<file path="src/hdl/slcr_pkg.sv">
// constants and types for the serial lane configuration register bank
package slcr_pkg;

  // ----------------------------------------------------------------
  // bus geometry
  // ----------------------------------------------------------------
  localparam int unsigned ADDR_W    = 14;
  localparam int unsigned DATA_W    = 32;
  localparam int unsigned BE_W      = 4;
  localparam int unsigned IDX_W     = 12;
  localparam int unsigned IDX_LSB   = 2;
  localparam int unsigned BYTE_W    = 8;

  // ----------------------------------------------------------------
  // lane geometry
  // ----------------------------------------------------------------
  localparam int unsigned LANE_CNT  = 8;
  localparam int unsigned CKSUM_CNT = 4;
  localparam int unsigned PARAM_CNT = 12;
  localparam int unsigned SEL_W     = 3;

  typedef logic [BYTE_W-1:0]                slcr_byte_t;
  typedef logic [IDX_W-1:0]                 slcr_idx_t;
  typedef logic [SEL_W-1:0]                 slcr_sel_t;
  typedef logic [PARAM_CNT-1:0][BYTE_W-1:0] slcr_params_t;

  // ----------------------------------------------------------------
  // register indices (byte address is four times the index)
  // ----------------------------------------------------------------
  localparam slcr_idx_t IDX_CKSUM0  = 12'h05A0;
  localparam slcr_idx_t IDX_CKSUM1  = 12'h05A1;
  localparam slcr_idx_t IDX_CKSUM2  = 12'h05A2;
  localparam slcr_idx_t IDX_CKSUM3  = 12'h05A3;
  localparam slcr_idx_t IDX_LANE_PD = 12'h05B0;
  localparam slcr_idx_t IDX_XBAR_A  = 12'h05B2;

  // ----------------------------------------------------------------
  // fields and reset values
  // ----------------------------------------------------------------
  localparam int unsigned XBAR_SEL0_LSB = 0;
  localparam int unsigned XBAR_RSVD_LO  = 3;
  localparam int unsigned XBAR_SEL1_LSB = 4;
  localparam int unsigned XBAR_RSVD_HI  = 7;

  localparam slcr_byte_t CKSUM_RST [CKSUM_CNT] = '{8'hC3, 8'hC4, 8'hC5, 8'hC6};
  localparam slcr_byte_t LANE_PD_RST   = 8'h00;
  localparam slcr_sel_t  XBAR_SEL0_RST = 3'h0;
  localparam slcr_sel_t  XBAR_SEL1_RST = 3'h1;
  localparam slcr_byte_t ONEHOT_BASE   = 8'h01;

  typedef enum logic [0:0] {
    SLCR_IDLE = 1'b0,
    SLCR_ACK  = 1'b1
  } slcr_bus_state_t;

endpackage

</file>
<file path="src/hdl/slcr_cks_if.sv">
// bundle between the register bank and one lane checksum engine
`timescale 1ns/1ps
`default_nettype none
interface slcr_cks_if;
  import slcr_pkg::*;
  slcr_params_t params;
  slcr_byte_t   lane_id;
  slcr_byte_t   sum;
  modport calc (input params, input lane_id, output sum);
  modport bank (output params, output lane_id, input sum);
endinterface
`default_nettype wire

</file>
<file path="src/hdl/slcr_lane_cksum.sv">
// one lane checksum engine: registered modulo-256 sum of the lane id and the link parameters
`timescale 1ns/1ps
`default_nettype none
module slcr_lane_cksum
  import slcr_pkg::*;
#(
  parameter slcr_byte_t RST_VAL = CKSUM_RST[0]
) (
  input  wire logic ref_clk_i,
  input  wire logic rst_n_i,
  input  wire logic ce_i,
  slcr_cks_if.calc  cif
);

  // ----------------------------------------------------------------
  // adder tree
  // ----------------------------------------------------------------
  slcr_byte_t sum_d;
  slcr_byte_t sum_q;

  // 8-bit accumulator wraps by itself, so no explicit modulo is needed
  always_comb begin
    sum_d = cif.lane_id;
    for (int i = 0; i < PARAM_CNT; i++) begin
      sum_d = sum_d + cif.params[i];
    end
  end

  always_ff @(posedge ref_clk_i or negedge rst_n_i) begin
    if (!rst_n_i) begin
      sum_q <= RST_VAL;
    end else if (ce_i) begin
      sum_q <= sum_d;
    end
  end

  assign cif.sum = sum_q;

endmodule
`default_nettype wire

</file>
<file path="src/hdl/slcr_top.sv">
// serial lane configuration register bank with avalon-mm slave port
`timescale 1ns/1ps
`default_nettype none
// ----------------------------------------------------------------
// ----------------------------------------------------------------
module slcr_top
  import slcr_pkg::*;
(
  input  wire logic         ref_clk_i,
  input  wire logic         rst_n_i,
  input  wire logic         ce_i,
  input  wire logic [13:0]  avs_address_i,
  input  wire logic         avs_read_i,
  input  wire logic         avs_write_i,
  input  wire logic [31:0]  avs_writedata_i,
  input  wire logic [3:0]   avs_byteenable_i,
  output logic      [31:0]  avs_readdata_o,
  output logic              avs_waitrequest_o,
  input  wire slcr_params_t link_param_i,
  output logic      [7:0]   serial_out_lane_pd_o,
  output logic      [2:0]   phys_lane0_sel_o,
  output logic      [2:0]   phys_lane1_sel_o,
  output logic      [7:0]   phys_lane0_onehot_o,
  output logic      [7:0]   phys_lane1_onehot_o
);

  // ----------------------------------------------------------------
  // declarations
  // ----------------------------------------------------------------
  slcr_bus_state_t state_q;
  slcr_bus_state_t state_d;
  slcr_idx_t       acc_idx;
  logic            req;
  logic            aligned;
  logic            take;
  logic            wr_en;
  logic            rd_load;
  logic            hit_pd;
  logic            hit_xbar;
  logic            wr_pd;
  logic            wr_xbar;
  logic [CKSUM_CNT-1:0] hit_cks;
  slcr_byte_t      cks_val [CKSUM_CNT];
  slcr_byte_t      rd_chain [CKSUM_CNT+1];
  slcr_byte_t      rd_byte;
  logic [DATA_W-1:0] rd_word;
  logic [DATA_W-1:0] rdata_q;
  slcr_byte_t      pd_q;
  slcr_byte_t      pd_d;
  slcr_sel_t       sel0_q;
  slcr_sel_t       sel0_d;
  slcr_sel_t       sel1_q;
  slcr_sel_t       sel1_d;
  slcr_byte_t      onehot0_q;
  slcr_byte_t      onehot1_q;
  slcr_byte_t      xbar_rd;

  // ----------------------------------------------------------------
  // address decode
  // ----------------------------------------------------------------
  assign req      = avs_read_i | avs_write_i;
  assign acc_idx  = avs_address_i[ADDR_W-1:IDX_LSB];
  assign aligned  = (avs_address_i[IDX_LSB-1:0] == '0);
  assign hit_pd   = aligned & (acc_idx == IDX_LANE_PD);
  assign hit_xbar = aligned & (acc_idx == IDX_XBAR_A);

  // ----------------------------------------------------------------
  // handshake: one wait state, answer while clock enable is high
  // ----------------------------------------------------------------
  // waitrequest also holds while ce_i is low so a write is never lost
  assign take              = req & ce_i & (state_q == SLCR_ACK);
  assign avs_waitrequest_o = req & ~take;
  assign rd_load           = avs_read_i & ce_i & (state_q == SLCR_IDLE);
  assign wr_en             = take & avs_write_i & avs_byteenable_i[0];
  assign wr_pd             = wr_en & hit_pd;
  assign wr_xbar           = wr_en & hit_xbar;

  always_comb begin
    unique case (state_q)
      SLCR_IDLE: state_d = req ? SLCR_ACK : SLCR_IDLE;
      SLCR_ACK:  state_d = SLCR_IDLE;
    endcase
  end

  always_ff @(posedge ref_clk_i or negedge rst_n_i) begin
    if (!rst_n_i) begin
      state_q <= SLCR_IDLE;
      rdata_q <= '0;
    end else if (ce_i) begin
      state_q <= state_d;
      if (rd_load) begin
        rdata_q <= rd_word;
      end
    end
  end

  assign avs_readdata_o = rdata_q;

  // ----------------------------------------------------------------
  // checksum engines, one for each of lanes 0 to 3
  // ----------------------------------------------------------------
  assign rd_chain[0] = '0;

  for (genvar k = 0; k < CKSUM_CNT; k++) begin : g_lane
    slcr_cks_if u_cif ();
    assign u_cif.params  = link_param_i;
    assign u_cif.lane_id = slcr_byte_t'(k);
    assign cks_val[k]    = u_cif.sum;
    // consecutive indices from lane 0 upward
    assign hit_cks[k]    = aligned & (acc_idx == slcr_idx_t'(IDX_CKSUM0 + k));
    // no write path reaches the checksum registers
    assign rd_chain[k+1] = rd_chain[k] | (hit_cks[k] ? cks_val[k] : '0);
    slcr_lane_cksum #(
      .RST_VAL (CKSUM_RST[k])
    ) u_cks (
      .ref_clk_i (ref_clk_i),
      .rst_n_i   (rst_n_i),
      .ce_i      (ce_i),
      .cif       (u_cif.calc)
    );
  end

  // ----------------------------------------------------------------
  // read mux: unmapped addresses read zero
  // ----------------------------------------------------------------
  // reserved bits 7 and 3 are tied low, not stored
  assign xbar_rd = {1'b0, sel1_q, 1'b0, sel0_q};
  assign rd_byte = rd_chain[CKSUM_CNT]
                 | (hit_pd   ? pd_q    : '0)
                 | (hit_xbar ? xbar_rd : '0);
  assign rd_word = {{(DATA_W-BYTE_W){1'b0}}, rd_byte};

  // ----------------------------------------------------------------
  // lane power-down
  // ----------------------------------------------------------------
  assign pd_d = wr_pd ? avs_writedata_i[BYTE_W-1:0] : pd_q;

  always_ff @(posedge ref_clk_i or negedge rst_n_i) begin
    if (!rst_n_i) begin
      pd_q <= LANE_PD_RST;
    end else if (ce_i) begin
      pd_q <= pd_d;
    end
  end

  // bit n drives the power-down of serial_out_laneN
  assign serial_out_lane_pd_o = pd_q;

  // ----------------------------------------------------------------
  // lane crossbar, physical lanes 0 and 1
  // ----------------------------------------------------------------
  assign sel0_d = wr_xbar ? avs_writedata_i[XBAR_SEL0_LSB +: SEL_W] : sel0_q;
  assign sel1_d = wr_xbar ? avs_writedata_i[XBAR_SEL1_LSB +: SEL_W] : sel1_q;

  // one-hot copy is registered beside the field so the route never lags it
  always_ff @(posedge ref_clk_i or negedge rst_n_i) begin
    if (!rst_n_i) begin
      sel0_q    <= XBAR_SEL0_RST;
      sel1_q    <= XBAR_SEL1_RST;
      onehot0_q <= ONEHOT_BASE << XBAR_SEL0_RST;
      onehot1_q <= ONEHOT_BASE << XBAR_SEL1_RST;
    end else if (ce_i) begin
      sel0_q    <= sel0_d;
      sel1_q    <= sel1_d;
      onehot0_q <= ONEHOT_BASE << sel0_d;
      onehot1_q <= ONEHOT_BASE << sel1_d;
    end
  end

  assign phys_lane0_sel_o    = sel0_q;
  assign phys_lane1_sel_o    = sel1_q;
  assign phys_lane0_onehot_o = onehot0_q;
  assign phys_lane1_onehot_o = onehot1_q;

  slcr_byte_t ast_param_sum;

  always_comb begin
    ast_param_sum = '0;
    for (int i = 0; i < PARAM_CNT; i++) begin
      ast_param_sum = ast_param_sum + link_param_i[i];
    end
  end
endmodule
`default_nettype wire

</file>
<file path="config.mk">
export PLATFORM = sky130hd
export DESIGN_NAME = slcr_top
export DESIGN_NICKNAME = d
export VERILOG_FILES = /design/src/hdl/slcr_pkg.sv /design/src/hdl/slcr_cks_if.sv /design/src/hdl/slcr_lane_cksum.sv /design/src/hdl/slcr_top.sv
export SDC_FILE = /design/constraint.sdc
export NUM_CORES = 1
export LEC_CHECK = 0
export CAP_MARGIN = 20
export CELL_PAD_IN_SITES_DETAIL_PLACEMENT = 0
export CELL_PAD_IN_SITES_GLOBAL_PLACEMENT = 2
export CORE_ASPECT_RATIO = 1.75
export CORE_MARGIN = 8
export CORE_UTILIZATION = 42
export DETAILED_ROUTE_END_ITERATION = 12
export DONT_BUFFER_PORTS = 1
export HOLD_SLACK_MARGIN = 0.12
export PLACE_DENSITY = 0.9
export SKIP_CTS_REPAIR_TIMING = 1
export SYNTH_ARGS = -nofsm -noshare
export SYNTH_HDL_FRONTEND = slang
export SYNTH_HIERARCHICAL = 1
export SYNTH_SLANG_ARGS = --single-unit
</file>
<file path="constraint.sdc">
create_clock -name ref_clk_i -period 1.9 [get_ports ref_clk_i]
set_input_delay 0.285 -clock ref_clk_i [delete_from_list [all_inputs] [get_ports ref_clk_i]]
set_output_delay 0.285 -clock ref_clk_i [all_outputs]
set_load 0.02 [all_outputs]
</file>
==> flow_summary.toml, run 1 <==
[yosys]
synth_compound_gate_area_share = 0.0524
synth_enable_flop_cells = 0
synth_cell_types = 45
muxShareOfSynthArea = 0.0438
syn-mean-instance-area_um2 = 10.2
asyncSetResetFlopFracSynth = 1.00
syn-cell-area_um2 = 12500
synth_xor_xnor_area_share = 0.0730
dominantRegCellSynth = "sky130_fd_sc_hd__dfrtp_1"
synth_top_area_cell = "sky130_fd_sc_hd__fa_1"
netlist_instances = 1218
synth_most_common_cell = "sky130_fd_sc_hd__inv_1"
synth_sequential_area_ratio = 0.144
combinational_family_with_the_most_area_after_synthesis = "adder cells"
postSynthRegisterBits = 71
yosysWarnings = 6
yosys.area.top_type_share = 0.443
synth_top_area_cells = "sky130_fd_sc_hd__fa_1 44%, sky130_fd_sc_hd__inv_1 13%, sky130_fd_sc_hd__dfrtp_1 11%"
synth_simple_gate_area_share = 0.0446
yosys.area_share.adder = 0.487
synth.cells.most_frequent = "433 x sky130_fd_sc_hd__inv_1, 276 x sky130_fd_sc_hd__fa_1, 96 x sky130_fd_sc_hd__xnor2_1"

[route]
detail_route.drc_violations = 0
detailed_route_via_count = 7800
avgRoutedWirePerCell_um = 18.3
drt_first_iter_violations = 199
detail_route.vias_per_cell = 4.64
antenna_violating_nets_left = 0
detailedRoute.firstPassIterationCount = 4
final_routed_wirelength_mm = 30.8

[clocking]
tritoncts_clock_tree = "yes"
clock_pin_slew_of_the_registers_on_the_worst_case_setup_and_hold_paths_ns = 0.06
cts.root.buffer_cell = "sky130_fd_sc_hd__clkbuf_16"
cts_inserted_buffers = 9
cts_max_path_buffers = 2
cts_htree_levels = 3
clk-insertion-delay-late_ns = 0.34
clkSinkCount = 71

[floorplan]
die_x_um = 146
area_enclosed_by_the_die_boundary_um2 = 35700
rows = 83
die_h_um = 244
io-pin-count = 214
floorplan.initialDensity = 0.426
core-area_um2 = 29300

[final_layout]
multiInputGateArea_um2 = 9450
n_antenna_cell = 0
post-route-util = 0.487
regArea_um2 = 1800
area_delta_synth_final_pct = 14.3
nets_final = 1765
drive_gt1_frac = 0.193
final.fill_count = 2767
postLayoutCellArea_um2 = 14200

[sta]
worst_pin_slew_ns = 0.520
report.final.slew_viol_count = 0
finalSetupViolations = 28
post-route-min-period_ns = 4.10
fmaxAchievable_mhz = 244
clock_skew_ns = 0.00910
report.final.hold_viol_count = 71
setup_ws_ns = -2.20
fin_worst_hold_slack_ns = -0.363
rsz_0062_raised_after_global_routing = "true"
finalCritPeriodShare = 2.16
maxSlewHeadroom = 0.653

[global_route]
grt_remaining_overflow = 0
grt_pass1_wl_mm = 48.9
grt_usage = 0.180
maximum_number_of_pins_on_one_net_before_global_route_repair = 77
grt_antenna_before_repair = 0
first_global_vias = 9364

[outcome]
run_status = "complete, but fails checks"
failed_checks = "hold timing, setup timing"

[placed_design]
port_buffers = 0
finalWeightedCongestion = 0.857
placement.cell_area_um2 = 13600
post-place-ws_ns = -2.61
hpwl_mm = 27.7

[worst_hold_path]
worst_hold_path_type = "in2async"

[worst_setup_path]
critical_path_peak_fanout = 4
worstRegToRegCells = 5
rrSetupSlack_ns = 0.14
worst_r2r_startpoint = "state_q$_DFFE_PN0P_"
rr_endpoint = "serial_out_lane_pd_o[4]$_DFFE_PN0P_"
worst_ep_required_time_ns = 2.17
arrival_ns = 4.37
crit_type = "in2reg"
worst_setup_path_end_kind = "flip-flop"
startpoint_type = "input port"

[flow_run]
maxCapViolCount = 0
==> how the worst max path moves through the flow <==
stage / startpoint / slack (ns) / cells past startpoint / to
after floorplan: link_param_i[51] / -2.24 / 16 / g_lane[0].u_cks/cif.sum[7]$_DFFE_PN1P_
after global placement: link_param_i[51] / -2.60 / 16 / g_lane[2].u_cks/cif.sum[7]$_DFFE_PN1P_
after detailed placement: link_param_i[27] / -2.61 / 16 / g_lane[3].u_cks/cif.sum[7]$_DFFE_PN1P_
after CTS: link_param_i[75] / -2.25 / 16 / g_lane[2].u_cks/cif.sum[7]$_DFFE_PN1P_
after global routing: link_param_i[27] / -2.35 / 16 / g_lane[3].u_cks/cif.sum[7]$_DFFE_PN1P_
final: link_param_i[27] / -2.20 / 16 / g_lane[3].u_cks/cif.sum[7]$_DFFE_PN1P_
==> area by class of cell <==
type                       instances  share of cell area
tap                              382              0.0335
clock buffer                       9              0.0158
multi-input combinational        719               0.663
sequential                        71               0.126
inverter                         433               0.118
clock inverter                     7             0.00843
timing repair buffer              60              0.0348
==> per-layer routing <==
metal / track usage / vias up / part of all wire
met5: 0 / - / 0
met2: 0.384 / 191 / 0.62
met4: 0.0843 / 0 / 0.050
li1: - / 3602 / -
met1: 0.145 / 3949 / 0.28
met3: 0.0401 / 58 / 0.051
==> logic make-up (layout without fill, tap and decap cells) <==
| kind of cell | after synthesis | after routing |
|---|---|---|
| buffers and inverters | 482 | 509 |
| AOI/OAI and AO/OA | 97 | 97 |
| other | 2 | 56 |
| DFF | 71 | 71 |
| xor gates and xnor gates | 104 | 104 |
| and+or+nand+nor | 95 | 95 |
| adders and majority gates | 320 | 320 |
| muxes | 47 | 47 |
==> registers in the layout (all words and copies together) (netlist names) <==
signal / cells
avs_readdata_o: 8
g_lane.u_cks/cif.sum: 32
phys_lane0_onehot_o: 8
phys_lane0_sel_o: 3
phys_lane1_onehot_o: 8
phys_lane1_sel_o: 3
serial_out_lane_pd_o: 8
state_q: 1
==> per-stage QoR <==
step	TNS (ns)	std cells	hold WS, ns
floorplan	-49.97	1272	-0.0106
global placement	-58.31	1656	-0.00655
detailed placement	-58.93	1656	-0.00714
CTS	-47.46	1672	-0.375
global route	-48.55	1681	-0.380
finish	-46.24	1681	-0.363
==> critical path, stage by stage <==
cell and delay (ns):
sky130_fd_sc_hd__inv_1 0.03, sky130_fd_sc_hd__fa_1 0.54, sky130_fd_sc_hd__inv_1 0.06, sky130_fd_sc_hd__fa_1 0.56, sky130_fd_sc_hd__fa_1 0.47, sky130_fd_sc_hd__fa_1 0.51, sky130_fd_sc_hd__inv_1 0.05, sky130_fd_sc_hd__fa_1 0.52
sky130_fd_sc_hd__inv_2 0.06, sky130_fd_sc_hd__ha_4 0.22, sky130_fd_sc_hd__a211oi_4 0.27, sky130_fd_sc_hd__o21bai_2 0.13, sky130_fd_sc_hd__a21oi_2 0.16, sky130_fd_sc_hd__xnor2_1 0.14, sky130_fd_sc_hd__xnor2_1 0.09, sky130_fd_sc_hd__mux2_4 0.25
==> layout by cell type, fill, tap and decap left out, types with 6 or more instances in the layout <==
cell type                       instances
sky130_fd_sc_hd__o21ai_1                6
sky130_fd_sc_hd__o21ai_0                7
sky130_fd_sc_hd__a21o_1                 8
sky130_fd_sc_hd__inv_1                377
sky130_fd_sc_hd__mux2_4                16
sky130_fd_sc_hd__xor2_1                 8
sky130_fd_sc_hd__dfrtp_1               53
sky130_fd_sc_hd__a21oi_1               14
sky130_fd_sc_hd__nor2b_1                9
sky130_fd_sc_hd__a22oi_1                6
sky130_fd_sc_hd__dlygate4sd3_1          9
sky130_fd_sc_hd__nand3_1               10
sky130_fd_sc_hd__mux2_2                23
sky130_fd_sc_hd__inv_2                 48
sky130_fd_sc_hd__clkbuf_16              9
sky130_fd_sc_hd__nand3b_1              10
sky130_fd_sc_hd__nor2_1                24
sky130_fd_sc_hd__nand4_1                8
sky130_fd_sc_hd__fa_1                 253
sky130_fd_sc_hd__buf_4                 45
sky130_fd_sc_hd__nand2_1               15
sky130_fd_sc_hd__a22o_1                 6
sky130_fd_sc_hd__xnor2_1               91
sky130_fd_sc_hd__buf_6                  6
sky130_fd_sc_hd__mux2i_1                7
sky130_fd_sc_hd__ha_4                  16
sky130_fd_sc_hd__a21oi_2               10
sky130_fd_sc_hd__o221ai_1              16
sky130_fd_sc_hd__dfstp_2               18
sky130_fd_sc_hd__ha_1                  28
sky130_fd_sc_hd__conb_1                56
sky130_fd_sc_hd__fa_2                  23
Power of run 1 is not shown: default switching activity piles up to over one toggle a cycle in this logic, so the estimate is an artifact.
==> inputs of run 2 (changes only) <==
ABC_CLOCK_PERIOD_IN_PS = 1900   (was unset)
CORE_UTILIZATION = 40   (was 42)
PLACE_DENSITY = 0.89   (was 0.9)
SYNTH_HIERARCHICAL = unset   (was 1)
==> flow_summary.toml, run 2 <==
[global_route]
grt_remaining_overflow = 0
grt_usage = 0.149
grt_antenna_before_repair = 0
grt_pass1_wl_mm = 26.1
grt_met1_usage = 0.132
first_global_vias = 5610
global_route.peak_usage_layer = "met2"
maximum_number_of_pins_on_one_net_before_global_route_repair = 81
grt.met2_usage = 0.299
grt.met3_usage = 0.0364

[route]
avgRoutedWirePerCell_um = 17.1
detail_route.drc_violations = 0
detailed_route_via_count = 4797
antenna_violating_nets_left = 0
detailedRoute.firstPassIterationCount = 5
drt_first_iter_violations = 186
detail_route.vias_per_cell = 4.85
final_routed_wirelength_mm = 16.9

[worst_setup_path]
worstRegToRegCells = 7
worst_ep_required_time_ns = 2.16
critPathTopFamily = "adder cells"
crit_type = "in2reg"
worst_setup_path_end_kind = "flip-flop"
critical_path.max_stage_delay_ns = 0.56
arrival_ns = 4.28
path_common_cell = "sky130_fd_sc_hd__fa_1"
critical_path_peak_fanout = 2
startpoint_type = "input port"
rrSetupSlack_ns = 0.04
worst_r2r_startpoint = "state_q$_DFFE_PN0P_"
rr_endpoint = "phys_lane1_onehot_o[2]$_DFFE_PN0P_"
cpMaxStageDelayCell = "sky130_fd_sc_hd__fa_1"
bufs_and_invs_on_worst_path = 5
timing.critical_path.cells = "fa_1 > inv_1 > fa_1 > buf_4 > fa_1 > inv_1 > fa_1 > inv_1 > fa_1 > inv_2 > ha_4 > fa_2 > a21oi_2 > maj3_2 > xor2_1 > a21oi_1"

[yosys]
synth_enable_flop_cells = 0
synth_cell_types = 41
asyncSetResetFlopFracSynth = 1.00
synth_most_common_cell = "sky130_fd_sc_hd__inv_1"
syn-cell-area_um2 = 7120
dominantRegCellSynth = "sky130_fd_sc_hd__dfrtp_1"
yosys.area.top_type_share = 0.307
synth_top_area_cells = "sky130_fd_sc_hd__fa_1 31%, sky130_fd_sc_hd__dfrtp_1 19%, sky130_fd_sc_hd__inv_1 9.1%"
synth.cells.most_frequent = "173 x sky130_fd_sc_hd__inv_1, 109 x sky130_fd_sc_hd__fa_1, 53 x sky130_fd_sc_hd__dfrtp_1"
synth_sequential_area_ratio = 0.253
postSynthRegisterBits = 71
synth_top_area_cell = "sky130_fd_sc_hd__fa_1"
syn-mean-instance-area_um2 = 10.3
netlist_instances = 688
yosysWarnings = 0

[clocking]
tritoncts_clock_tree = "yes"
cts_inserted_buffers = 9
clk-insertion-delay-late_ns = 0.33
cts_max_path_buffers = 2
cts.root.buffer_cell = "sky130_fd_sc_hd__clkbuf_16"
cts_htree_levels = 3
clock_pin_slew_of_the_registers_on_the_worst_case_setup_and_hold_paths_ns = 0.06
clkSinkCount = 71

[sta]
post-route-min-period_ns = 4.02
maxSlewHeadroom = 0.639
finalCritPeriodShare = 2.12
report.final.slew_viol_count = 0
clock_skew_ns = 0.00586
fin_worst_hold_slack_ns = -0.350
fmaxAchievable_mhz = 249
report.final.hold_viol_count = 71
worst_pin_slew_ns = 0.543
rsz_0062_raised_after_global_routing = "true"
setup_ws_ns = -2.12
finalSetupViolations = 31

[power_and_ir_drop]
power.density_cell_area_nw_per_um2 = 2650
vdd.ir_drop.worst_uv = 1640
fin_total_pwr_w = 0.0230
power.leakage_nw = 4.11

[final_layout]
area_delta_synth_final_pct = 21.9
n_antenna_cell = 0
leading_cell_type_in_the_layout_fill_and_taps_excluded = "sky130_fd_sc_hd__inv_1"
top_library_cells_by_usage_in_the_layout_fill_and_taps_aside = "140 x sky130_fd_sc_hd__inv_1, 97 x sky130_fd_sc_hd__fa_1, 53 x sky130_fd_sc_hd__dfrtp_1"
nets_final = 1049
final.fill_count = 1644
drive_gt1_frac = 0.294
max_reg_flops = 32
cell_count_final_fillers_out = 990

[placed_design]
finalWeightedCongestion = 0.803
dp_cells = 958
hpwl_mm = 14.1
port_buffers = 0

[floorplan]
core-area_um2 = 17500
floorplan.initialDensity = 0.408
die_h_um = 192
die_x_um = 117
io-pin-count = 214
rows = 64
area_enclosed_by_the_die_boundary_um2 = 22500

[outcome]
run_status = "complete, but fails checks"
failed_checks = "hold timing, setup timing"

[worst_hold_path]
worst_hold_path_type = "in2async"

[flow_run]
maxCapViolCount = 0
run 2: changes by cell type after synthesis, sizes merged, moves of 13 or more:
cell | before | now
o21ai | 15 | 33
nand3 | 10 | 23
inv | 433 | 175
xnor2 | 96 | 36
nand2 | 15 | 34
o221ai | 16 | 0
fa | 276 | 109
run 2: power by group:
part	total (W)	internal [W]	switching, W	leakage (nW)
combinational	0.0189	0.0104	0.00857	3.08
sequential	0.00238	0.00217	0.000215	0.883
clock	0.00166	0.00104	0.000613	0.144
run 2: worst max path at each step:
| stage | startpoint | to | slack [ns] | depth (start not counted) |
|---|---|---|---|---|
| 2_1_floorplan | link_param_i[18] | g_lane[3].u_cks.cif.sum[6]$_DFFE_PN1P_ | -2.40 | 18 |
| 6_report | link_param_i[66] | g_lane[1].u_cks.cif.sum[6]$_DFFE_PN1P_ | -2.12 | 16 |
| 3_5_place_dp | link_param_i[51] | g_lane[0].u_cks.cif.sum[6]$_DFFE_PN1P_ | -2.51 | 12 |
| 4_1_cts | link_param_i[51] | g_lane[0].u_cks.cif.sum[6]$_DFFE_PN1P_ | -2.15 | 12 |
| 5_1_grt | link_param_i[66] | g_lane[1].u_cks.cif.sum[7]$_DFFE_PN1P_ | -2.30 | 18 |
| 3_3_place_gp | link_param_i[66] | g_lane[2].u_cks.cif.sum[6]$_DFFE_PN1P_ | -2.47 | 16 |
run 2: stage by stage:
| stage | utilization | setup slack, ns | hold WS [ns] | setup TNS, ns | instance area (um2) |
|---|---|---|---|---|---|
| after detailed placement | 0.448 | -2.51 | -0.00671 | -60.97 | 7830 |
| after floorplan | - | -2.40 | -0.0106 | -54.92 | 7360 |
| final | 0.497 | -2.12 | -0.350 | -48.20 | 8670 |
| after global placement | 0.448 | -2.47 | -0.00674 | -59.49 | 7830 |
| after CTS | 0.466 | -2.15 | -0.366 | -49.52 | 8130 |
| after global routing | 0.497 | -2.30 | -0.366 | -51.56 | 8670 |
run 2: area by class of cell:
class	instances	area [um2]	share of cell area
Multi-Input combinational cell	427	4980	0.574
Sequential cell	71	1800	0.207
Tap cell	231	289	0.0333
Clock buffer	10	239	0.0276
Clock inverter	6	60.1	0.00692
Timing Repair Buffer	70	598	0.0690
Inverter	175	707	0.0815
run 2: layer usage:
metal | vias up | wire (um)
met5 | - | 0
met4 | 0 | 510
met3 | 33 | 1110
met2 | 166 | 9930
met1 | 2394 | 5350
li1 | 2204 | -
run 2: worst register-to-register path: stages, from the launching register on:
cell and delay [ns]:
sky130_fd_sc_hd__dfrtp_1 0.34, sky130_fd_sc_hd__nand4_1 0.22, sky130_fd_sc_hd__or3_4 0.46, sky130_fd_sc_hd__buf_8 0.15
sky130_fd_sc_hd__or3_4 0.34, sky130_fd_sc_hd__o31ai_4 0.07, sky130_fd_sc_hd__nand3_1 0.10, sky130_fd_sc_hd__o21ai_0 0.09
run 2: cell families (layout without fill, tap and decap cells):
| kind of cell | count (synthesis) | in the layout | share of synthesized area |
|---|---|---|---|
| adder cells (fa/ha/maj) | 146 | 146 | 0.371 |
| XOR/XNOR | 39 | 39 | 0.0491 |
| flip-flops | 71 | 71 | 0.253 |
| buffers and inverters | 213 | 261 | 0.127 |
| other | 1 | 24 | 0.000527 |
| multiplexers | 39 | 39 | 0.0635 |
| AO/OA/AOI/OAI | 81 | 81 | 0.0668 |
| AND/OR/NAND/NOR | 98 | 98 | 0.0698 |
No activity file was read; power rests on OpenSTA's default activity.
==> inputs of run 3 (changes only) <==
ABC_CLOCK_PERIOD_IN_PS = 4200   (was 1900)
clock period = 4.2 ns   (was 1.9 ns; I/O delays follow)
==> flow_summary.toml, run 3 (synthesis gave the netlist of run 2 again) <==
[worst_setup_path]
rr_endpoint = "phys_lane1_onehot_o[2]$_DFFE_PN0P_"
arrival_ns = 4.67
worstRegToRegCells = 6
crit_type = "in2reg"
critical_path.max_stage_delay_ns = 0.58
worst_ep_required_time_ns = 4.46
worst_r2r_startpoint = "state_q$_DFFE_PN0P_"
path_common_cell = "sky130_fd_sc_hd__fa_1"
timing.critical_path.cells = "fa_1 > inv_1 > fa_1 > inv_1 > fa_1 > fa_1 > fa_1 > ha_2 > fa_2 > a21o_1 > a21oi_2 > xnor2_2 > mux2_4"
startpoint_type = "input port"
bufs_and_invs_on_worst_path = 2
critical_path_peak_fanout = 2
cpMaxStageDelayCell = "sky130_fd_sc_hd__fa_1"
rrSetupSlack_ns = 1.95
critPathTopFamily = "adder cells"
worst_setup_path_end_kind = "flip-flop"

[final_layout]
n_antenna_cell = 0
final.fill_count = 1723
post-route-util = 0.462
max_reg_flops = 32
nets_final = 1016
top_library_cells_by_usage_in_the_layout_fill_and_taps_aside = "153 x sky130_fd_sc_hd__inv_1, 100 x sky130_fd_sc_hd__fa_1, 53 x sky130_fd_sc_hd__dfrtp_1"
postLayoutCellArea_um2 = 8070
area_delta_synth_final_pct = 13.4
leading_cell_type_in_the_layout_fill_and_taps_excluded = "sky130_fd_sc_hd__inv_1"
drive_gt1_frac = 0.225

[route]
final_routed_wirelength_mm = 16.2
avgRoutedWirePerCell_um = 16.9
detailed_route_via_count = 4524
detail_route.vias_per_cell = 4.73
antenna_violating_nets_left = 0
drt_first_iter_violations = 176
detailedRoute.firstPassIterationCount = 5
detail_route.drc_violations = 0

[sta]
report.final.slew_viol_count = 0
rsz_0062_raised_after_global_routing = "true"
maxSlewHeadroom = 0.429
setup_ws_ns = -0.207
worst_pin_slew_ns = 0.852
fin_worst_hold_slack_ns = 0.140
fmaxAchievable_mhz = 227
finalCritPeriodShare = 1.05
post-route-min-period_ns = 4.41
report.final.hold_viol_count = 0
clock_skew_ns = 0.00631
finalSetupViolations = 9
tns_ns = -0.733

[clocking]
clkSinkCount = 71
cts.root.buffer_cell = "sky130_fd_sc_hd__clkbuf_16"
clk-insertion-delay-late_ns = 0.33
cts_inserted_buffers = 9
clock_pin_slew_of_the_registers_on_the_worst_case_setup_and_hold_paths_ns = 0.06
cts_max_path_buffers = 2
cts_htree_levels = 3
tritoncts_clock_tree = "yes"

[global_route]
maximum_number_of_pins_on_one_net_before_global_route_repair = 81
grt_remaining_overflow = 0
grt_usage = 0.148
grt_antenna_before_repair = 0
first_global_vias = 5358
grt_pass1_wl_mm = 25.4

[floorplan]
die_x_um = 117
floorplan.initialDensity = 0.408
rows = 64
io-pin-count = 214
core-area_um2 = 17500
area_enclosed_by_the_die_boundary_um2 = 22500
die_h_um = 192

[worst_hold_path]
worst_hold_path_type = "in2async"

[power_and_ir_drop]
power.density_cell_area_nw_per_um2 = 1220
fin_total_pwr_w = 0.00987
power.leakage_nw = 3.86
vdd.ir_drop.worst_uv = 709

[outcome]
run_status = "complete, but fails checks"
failed_checks = "setup timing"

[placed_design]
finalWeightedCongestion = 0.784
port_buffers = 0
placement.cell_area_um2 = 7610
hpwl_mm = 13.8

[flow_run]
maxCapViolCount = 0
==> run 3: cell type report <==
| class | instances | area [um2] | share of cell area |
|---|---|---|---|
| multi-input combinational | 427 | 4720 | 0.585 |
| sequential | 71 | 1800 | 0.223 |
| inverter | 175 | 672 | 0.0832 |
| timing repair buffer | 37 | 300 | 0.0372 |
| tap | 231 | 289 | 0.0358 |
| clock buffer | 11 | 233 | 0.0288 |
| clock inverter | 5 | 58.8 | 0.00729 |
==> run 3: layer usage <==
layer	vias to the layer above	routed length, um	global-route usage
met2	143	9520	0.300
met4	0	382	0.0594
met1	2227	5200	0.128
met3	23	1080	0.0401
li1	2131	-	-
met5	-	0	0
==> run 3: worst register-to-register path: stages (launching register included) <==
cell	delay [ns]
sky130_fd_sc_hd__dfrtp_1	0.37
sky130_fd_sc_hd__nand4_1	0.32
sky130_fd_sc_hd__or3_1	0.73
sky130_fd_sc_hd__or3_1	0.42
sky130_fd_sc_hd__o31ai_1	0.11
sky130_fd_sc_hd__nand3_1	0.12
sky130_fd_sc_hd__o21ai_0	0.09
==> run 3: worst max path at each step <==
stage / startpoint / endpoint / slack, ns / cells after the start
6_report: link_param_i[26] / g_lane[0].u_cks.cif.sum[6]$_DFFE_PN1P_ / -0.21 / 13
5_1_grt: link_param_i[26] / g_lane[0].u_cks.cif.sum[6]$_DFFE_PN1P_ / -0.29 / 13
4_1_cts: link_param_i[27] / g_lane[1].u_cks.cif.sum[7]$_DFFE_PN1P_ / -0.23 / 17
3_5_place_dp: link_param_i[27] / g_lane[1].u_cks.cif.sum[7]$_DFFE_PN1P_ / -0.58 / 17
3_3_place_gp: link_param_i[18] / g_lane[3].u_cks.cif.sum[6]$_DFFE_PN1P_ / -0.52 / 18
2_1_floorplan: link_param_i[18] / g_lane[3].u_cks.cif.sum[6]$_DFFE_PN1P_ / -0.45 / 18
==> run 3: report_power, final <==
group / total, W / internal, W / switching (W)
clock: 0.000738 / 0.000459 / 0.000279
sequential: 0.00107 / 0.000980 / 0.0000896
combinational: 0.00807 / 0.00430 / 0.00377
total: 0.00987 / 0.00574 / 0.00413
==> run 3: metrics by stage <==
stage / setup slack (ns) / instances
after global routing: -0.293 / 957
after detailed placement: -0.579 / 938
after global placement: -0.523 / 938
after floorplan: -0.449 / 711
final: -0.207 / 957
after CTS: -0.226 / 954
